**src/rtl/nbp_defs.vh**
```
// Constants for the serial NAND block-protect and instruction framing block
`ifndef NBP_DEFS_VH
`define NBP_DEFS_VH

// Opcodes
`define NBP_OP_RESET 8'hff
`define NBP_OP_JEDEC_ID 8'h9f
`define NBP_OP_RD_SR_A 8'h0f
`define NBP_OP_RD_SR_B 8'h05
`define NBP_OP_WR_SR_A 8'h1f
`define NBP_OP_WR_SR_B 8'h01
`define NBP_OP_WR_EN 8'h06
`define NBP_OP_WR_DIS 8'h04
`define NBP_OP_BBM_SWAP 8'ha1
`define NBP_OP_RD_BBM 8'ha5
`define NBP_OP_ECC_PA 8'ha9
`define NBP_OP_ERASE 8'hd8
`define NBP_OP_LOAD 8'h02
`define NBP_OP_LOAD_RND 8'h84
`define NBP_OP_LOAD_Q 8'h32
`define NBP_OP_LOAD_RND_Q 8'h34
`define NBP_OP_PROG_EXEC 8'h10
`define NBP_OP_PAGE_READ 8'h13

// Page address fields
`define NBP_BLK_MSB 15
`define NBP_BLK_LSB 6

// Busy time of an internal operation in ns, and in 20 MHz cycles
`define NBP_BUSY_NS 500
`define NBP_CLK_NS 50
`define NBP_BUSY_CYC ((`NBP_BUSY_NS + `NBP_CLK_NS - 1) / `NBP_CLK_NS)

// Neutral identity values, arbitrary
`define NBP_MAKER_CODE 8'h5a
`define NBP_PART_CODE 16'h1234

`endif

```
**src/rtl/nbp_core.v**
```verilog
// Block-protect decoder and serial instruction framing for a serial NAND device
`timescale 1ns/1ps
`include "nbp_defs.vh"

module nbp_core #(
    parameter BUSY_CYC = `NBP_BUSY_CYC
)(
    // Clock and reset
    input wire i_mclk,
    input wire i_rst,
    // Serial link
    input wire i_cs_n,
    input wire i_sclk,
    input wire i_serial_input_line,
    output reg o_so,
    output reg o_so_oe,
    // Protection configuration
    input wire i_top_bottom_select,
    input wire i_protect_code_bit3,
    input wire i_protect_code_bit2,
    input wire i_protect_code_bit1,
    input wire i_protect_code_bit0,
    // Status
    output reg o_busy,
    output reg o_wr_en_latch,
    output reg o_prog_fail,
    output reg o_erase_fail,
    // Completed commands toward array logic
    output reg o_cmd_valid,
    output reg [7:0] o_cmd_opcode,
    output reg [15:0] o_row_pointer
);

// ----------------------------------------
// Protection decode
// ----------------------------------------
function prot_hit;
    input tb;
    input [3:0] code;
    input [9:0] blk;
    reg [10:0] span;
    begin
        span = 11'h001 << code;
        if (code == 4'h0)
            prot_hit = 1'b0;
        else if (code[3:1] == 3'b101 || code[3:2] == 2'b11)
            prot_hit = 1'b1;
        else if (!tb)
            prot_hit = ({1'b0, blk} >= (11'h400 - span));
        else
            prot_hit = ({1'b0, blk} < span);
    end
endfunction

// ----------------------------------------
// Opcode classes
// ----------------------------------------
function is_status_read;
    input [7:0] op;
    begin
        is_status_read = (op == `NBP_OP_RD_SR_A) || (op == `NBP_OP_RD_SR_B);
    end
endfunction

function is_busy_safe;
    input [7:0] op;
    begin
        // Only ID and status reads get through while busy
        is_busy_safe = (op == `NBP_OP_JEDEC_ID) || is_status_read(op);
    end
endfunction

function is_write_op;
    input [7:0] op;
    begin
        case (op)
            `NBP_OP_WR_SR_A, `NBP_OP_WR_SR_B, `NBP_OP_WR_EN, `NBP_OP_WR_DIS:
                is_write_op = 1'b1;
            `NBP_OP_BBM_SWAP, `NBP_OP_ERASE, `NBP_OP_PROG_EXEC, `NBP_OP_PAGE_READ:
                is_write_op = 1'b1;
            `NBP_OP_LOAD, `NBP_OP_LOAD_RND, `NBP_OP_LOAD_Q, `NBP_OP_LOAD_RND_Q:
                is_write_op = 1'b1;
            `NBP_OP_RESET:
                is_write_op = 1'b1;
            default:
                is_write_op = 1'b0;
        endcase
    end
endfunction

// ----------------------------------------
// Input synchronisers
// ----------------------------------------
// Link clock must stay level for more than 1 cycle, else edges are lost
reg [2:0] cs_s_q;
reg [2:0] ck_s_q;
reg [1:0] di_s_q;
always @(posedge i_mclk)
begin
    if (i_rst)
    begin
        cs_s_q <= 3'h7;
        ck_s_q <= 3'h0;
        di_s_q <= 2'h0;
    end
    else
    begin
        cs_s_q <= {cs_s_q[1:0], i_cs_n};
        ck_s_q <= {ck_s_q[1:0], i_sclk};
        di_s_q <= {di_s_q[0], i_serial_input_line};
    end
end

wire cs_n = cs_s_q[1];
wire cs_fall = cs_s_q[2] & ~cs_s_q[1];
wire cs_rise = ~cs_s_q[2] & cs_s_q[1];
wire ck_rise = ~ck_s_q[2] & ck_s_q[1] & ~cs_n;
wire ck_fall = ck_s_q[2] & ~ck_s_q[1] & ~cs_n;

// ----------------------------------------
// Frame shifter
// ----------------------------------------
reg [7:0] shift_q;
reg [2:0] bit_q;
reg [3:0] byte_q;
reg [7:0] op_q;
reg [15:0] pa_q;
reg [7:0] sr_q;
reg [31:0] tx_q;
reg busy_frame_q;
reg [15:0] busy_cnt_q;
reg [7:0] in_byte;
reg is_wr;
reg allowed;

always @*
begin
    in_byte = {shift_q[6:0], di_s_q[1]};
    is_wr = is_write_op(op_q);
    allowed = !busy_frame_q || is_busy_safe(op_q);
end

always @(posedge i_mclk)
begin
    if (i_rst)
    begin
        shift_q <= 8'h00;
        bit_q <= 3'h0;
        byte_q <= 4'h0;
        op_q <= 8'h00;
        pa_q <= 16'h0000;
        sr_q <= 8'h00;
        tx_q <= 32'h0;
        busy_frame_q <= 1'b0;
        o_so <= 1'b0;
        o_so_oe <= 1'b0;
    end
    else if (cs_fall)
    begin
        // New frame; busy is frozen so the frame is judged as a whole
        shift_q <= 8'h00;
        bit_q <= 3'h0;
        byte_q <= 4'h0;
        op_q <= 8'h00;
        busy_frame_q <= o_busy;
    end
    else if (cs_rise)
        o_so_oe <= 1'b0;
    else if (ck_rise)
    begin
        shift_q <= in_byte;
        bit_q <= bit_q + 3'h1;
        if (bit_q == 3'h7)
        begin
            if (byte_q != 4'hf)
                byte_q <= byte_q + 4'h1;
            if (byte_q == 4'h0)
            begin
                op_q <= in_byte;
                if (in_byte == `NBP_OP_JEDEC_ID)
                    tx_q <= {8'h00, `NBP_MAKER_CODE, `NBP_PART_CODE};
            end
            else if (byte_q == 4'h1 && is_status_read(op_q))
                tx_q <= {4{o_busy ? 8'h01 : 8'h00}};
            else if (byte_q == 4'h2)
                pa_q[15:8] <= in_byte;
            else if (byte_q == 4'h3)
                pa_q[7:0] <= in_byte;
        end
    end
    else if (ck_fall && byte_q != 4'h0 && is_busy_safe(op_q))
    begin
        // Write frames leave the output line undriven
        o_so_oe <= 1'b1;
        o_so <= tx_q[31];
        tx_q <= {tx_q[30:0], tx_q[31]};
    end
end

// ----------------------------------------
// Completion and busy
// ----------------------------------------
reg whole_bytes;
reg needs_pa;
reg blocked;
always @*
begin
    whole_bytes = (bit_q == 3'h0) && (byte_q != 4'h0);
    needs_pa = (op_q == `NBP_OP_ERASE) || (op_q == `NBP_OP_PROG_EXEC);
    blocked = needs_pa && prot_hit(i_top_bottom_select,
        {i_protect_code_bit3, i_protect_code_bit2, i_protect_code_bit1,
        i_protect_code_bit0}, pa_q[`NBP_BLK_MSB:`NBP_BLK_LSB]);
end

always @(posedge i_mclk)
begin
    if (i_rst)
    begin
        o_busy <= 1'b0;
        busy_cnt_q <= 16'h0000;
        o_wr_en_latch <= 1'b0;
        o_prog_fail <= 1'b0;
        o_erase_fail <= 1'b0;
        o_cmd_valid <= 1'b0;
        o_cmd_opcode <= 8'h00;
        o_row_pointer <= 16'h0000;
    end
    else
    begin
        o_cmd_valid <= 1'b0;
        // Counter is 16 bits wide, so BUSY_CYC above 65535 wraps
        if (o_busy)
        begin
            if (busy_cnt_q <= 16'h0001)
                o_busy <= 1'b0;
            busy_cnt_q <= busy_cnt_q - 16'h0001;
        end
        // Reads other than page read end anywhere and touch nothing
        if (cs_rise && is_wr && whole_bytes && allowed)
        begin
            if (op_q == `NBP_OP_WR_EN)
                o_wr_en_latch <= 1'b1;
            else if (op_q == `NBP_OP_WR_DIS)
                o_wr_en_latch <= 1'b0;
            else if (needs_pa)
            begin
                o_prog_fail <= (op_q == `NBP_OP_PROG_EXEC) &&
                    (blocked || !o_wr_en_latch);
                o_erase_fail <= (op_q == `NBP_OP_ERASE) &&
                    (blocked || !o_wr_en_latch);
                o_wr_en_latch <= 1'b0;
                if (!blocked && o_wr_en_latch)
                begin
                    o_cmd_valid <= 1'b1;
                    o_cmd_opcode <= op_q;
                    o_row_pointer <= pa_q;
                    o_busy <= 1'b1;
                    busy_cnt_q <= BUSY_CYC[15:0];
                end
            end
            else
            begin
                o_cmd_valid <= 1'b1;
                o_cmd_opcode <= op_q;
                o_row_pointer <= pa_q;
                if (op_q == `NBP_OP_PAGE_READ || op_q == `NBP_OP_BBM_SWAP)
                begin
                    o_busy <= 1'b1;
                    busy_cnt_q <= BUSY_CYC[15:0];
                end
                if (op_q == `NBP_OP_PAGE_READ)
                    o_wr_en_latch <= 1'b0;
                if (op_q == `NBP_OP_RESET)
                begin
                    // Reset also clears both fail bits
                    o_prog_fail <= 1'b0;
                    o_erase_fail <= 1'b0;
                end
            end
        end
    end
end

endmodule // nbp_core

```
**config.mk**
```make
export PLATFORM = sky130hd
export DESIGN_NAME = nbp_core
export DESIGN_NICKNAME = d
export VERILOG_FILES = /design/src/rtl/nbp_core.v
export VERILOG_INCLUDE_DIRS = /design/src /design/src/rtl
export SDC_FILE = /design/constraint.sdc
export NUM_CORES = 1
export LEC_CHECK = 0
export ABC_AREA = 1
export BUFFER_PORTS_ARGS = -buffer_cell sky130_fd_sc_hd__buf_4
export CORE_UTILIZATION = 61
export CTS_CLUSTER_DIAMETER = 40
export DETAILED_ROUTE_END_ITERATION = 12
export PLACE_DENSITY = 0.87
export SYNTH_ARGS = -nofsm -noshare
export SYNTH_HDL_FRONTEND = slang
export SYNTH_SLANG_ARGS = --single-unit
```
**constraint.sdc**
```tcl
create_clock -name i_mclk -period 3.27 [get_ports i_mclk]
set_input_delay 0.654 -clock i_mclk [delete_from_list [all_inputs] [get_ports i_mclk]]
set_output_delay 0.654 -clock i_mclk [all_outputs]
set_load 0.01 [all_outputs]
```
==> results.cfg <==
[routing]
final_antenna_net_count = 0
dr.pass1.iters = 5
m1WireLength_um = 5870
highest_layer = met4
vias = 5658
wl_met3_um = 726
via_per_inst = 5.68
dr_wl_met2_um = 7200
drt-total-wl_um = 14200
initialDrtViolationCount = 342
drc_errors = 0
wire_per_inst_um = 14.2

[floorplan]
start_util_pct = 63.2
die_w_um = 103
die_area_um2 = 10600
std_cell_rows = 36
die_h_um = 103
io_pins = 41
design.core.area_um2 = 9820

[global_routing]
grt_pass1_vias = 5381
grt_pass1_wl_um = 23700
grt_util_all_layers_pct = 28.6
antenna_found_initial = 0
grt_overflow = 0
grt_max_degree = 42

[run_status]
status = complete, no violations

[layout]
drive_gt1_share_pct = 15.7
nets = 891
fin_util_pct = 73.7
area_growth_pct = 16.6
final_area_um2 = 7230
n_fill_cell = 707
num_antenna_cells = 0

[logic_synthesis]
yosysWarningCount = 0
synthTopCellsByCount = 126 x dfxtp_1, 113 x inv_1, 104 x nor2_1
ys_ff_latch = 126
syn_area_per_cell_um2 = 7.69
syn_nets = 847
syn_inst = 807
yosysTopAreaCell = dfxtp_1
synth_area_leaders = dfxtp_1 41%, inv_1 6.8%, nor2_1 6.3%, ha_1 6.0%, a21oi_1 5.6%
synthesis.area_um2 = 6210
synth_top_cell_area_share_pct = 40.6
synth-async-reset-ratio_pct = 0
ys_seq_area_share_pct = 40.6
yosys_most_used_dff = dfxtp_1
yosysUniqueCellTypes = 43
yosysMostFrequentCell = dfxtp_1
synth_edf_count = 0

[pwr]
p_leak_nw = 3.24
powerDensity_nw_per_um2 = 482
vdd_drop_max_mv = 0.370

[critical_path]
r2r_slack_ns = 0.56
worstSetupEndpointType = flip-flop
worstPathMaxFanout = 40
critPathKind = primary input to flip-flop
critPathRequiredTime_ns = 3.67
rr_worst_depth = 14
critPathLaunchType = primary input
arrival_ns = 3.33

[sta]
setup_violations = 0
worst_pin_slew_ns = 0.861
period_share_pct = 89.5
slew_violations = 0
max_freq_mhz = 342
rsz0062_at_grt = no
relSlewSlack_pct = 42.6
min_period_ns = 2.93
timing_hold_violations_final = 0
finClkSkew_ns = 0.00857

[cts]
cts_buffers = 17
cts_tree = yes
h-tree-depth = 4
clk_latency_ns = 0.52
cts_root_buf = clkbuf_8
clkTransAtPathRegs_ns = 0.06
cts_setup_buffers = 0
clock_path_buffers = 2
clock_sinks = 126
cts_hold_buf = 0
ctsResizeCount = 0

[place]
dpl.hpwl_um = 9780
port_buffers = 40
gp_routability_congestion = 1.01
place_area_um2 = 6660

[job]
maxCapViolCount = 0

[min_path]
hold_path.class = primary input to flip-flop
hold_depth = 2
## per-layer routing
metal  up-vias  track usage (%)
met5         -                0
met4         0             11.5
met3        42             5.97
met2       196             51.8
met1      2638             32.7
li1       2782                -
## area by class of cell
class                   count  area (um2)  share of cell area [%]
multi-input cells         525        3040                    42.0
flip-flops and latches    126        2520                    34.9
repair buffers             61         483                    6.68
inverters                 120         450                    6.23
clock buffers              17         414                    5.73
well taps                 133         166                    2.30
clock inverters            15         161                    2.23
## per-stage QoR
step | TNS [ns] | worst slack (ns) | total power [W] | std cells | hold WS [ns]
6_report | 0 | 0.343 | 0.00348 | 997 | 0.320
5_1_grt | 0 | 0.155 | 0.00359 | 997 | 0.318
4_1_cts | 0 | 0.380 | 0.00350 | 997 | 0.315
3_5_place_dp | -2.29 | -0.103 | 0.00171 | 965 | 0.397
3_3_place_gp | 0 | 0.0728 | 0.00170 | 965 | 0.398
2_1_floorplan | 0 | 0.199 | 0.00166 | 807 | 0.388
## path summary, 6_finish.rpt
| check | from | to |
|---|---|---|
| hold / removal | i_cs_n | cs_s_q[0]$_SDFF_PP1_ |
| hold reg to reg | di_s_q[0]$_SDFF_PP0_ | di_s_q[1]$_SDFF_PP0_ |
| setup / recovery | i_protect_code_bit0 | o_row_pointer[9]$_SDFFE_PP0P_ |
| setup reg to reg | is_write_op.op[4]$_SDFFE_PP0P_ | o_row_pointer[9]$_SDFFE_PP0P_ |
## sequential cells by signal (all words and copies together) (netlist names)
register	cells
o_so	1
busy_cnt_q	16
busy_frame_q	1
pa_q	16
o_cmd_opcode	8
bit_q	3
ck_s_q	3
di_s_q	2
o_so_oe	1
cs_s_q	3
o_prog_fail	1
byte_q	4
is_write_op.op	8
tx_q	32
o_busy	1
o_erase_fail	1
o_cmd_valid	1
o_wr_en_latch	1
o_row_pointer	16
shift_q	7
## worst max-delay path, stage by stage
cell      delay (ns)
buf_4           0.12
inv_1           0.10
nand2_1         0.08
nor2_1          0.14
inv_1           0.06
ha_1            0.21
nand2_2         0.10
nor2_4          0.04
xnor2_1         0.12
ha_1            0.29
nand2_1         0.09
nor2_1          0.05
a211oi_1        0.20
nor2_1          0.10
nor2_1          0.09
nand3_1         0.07
nand2_1         0.06
nand2_1         0.04
nand2_1         0.06
nand2_2         0.07
nand2_4         0.09
buf_12          0.21
nand3_1         0.10
nand2_1         0.10
nor2_1          0.08
## power breakdown
part           total, W  internal [W]  switching, W
registers       0.00155       0.00154    0.00000411
logic          0.000133     0.0000478     0.0000856
clock network   0.00181       0.00109      0.000712
## placed cells by master, fill, tap and decap left out, types with 2 or more instances in the layout
master / count
nor2_2: 3
buf_4: 59
a21oi_1: 69
buf_12: 2
nand2_2: 8
xor2_1: 7
clkbuf_16: 16
dfxtp_1: 126
nor2_1: 104
nand4_1: 10
nor3_1: 14
nor2_4: 3
clkinv_4: 5
o21ai_0: 40
xnor2_1: 6
or2_2: 2
inv_6: 4
o31ai_1: 5
ha_1: 30
a211oi_1: 34
a21oi_2: 10
nor3_2: 2
nand2_1: 88
bufinv_16: 2
inv_2: 7
nand3_1: 47
o211a_1: 18
nand3_2: 4
nor4_1: 8
inv_1: 113
clkinv_2: 3
## logic make-up (layout without fill, tap and decap cells)
family | count (synthesis) | in the layout | synth area share, %
compound gates | 185 | 185 | 18.9
buf+inv | 156 | 213 | 10.4
simple gates | 297 | 297 | 22.1
xor+xnor | 13 | 13 | 1.83
fa+ha+maj | 30 | 30 | 6.05
flops | 126 | 126 | 40.6
No activity file was read; power rests on OpenSTA's default activity.
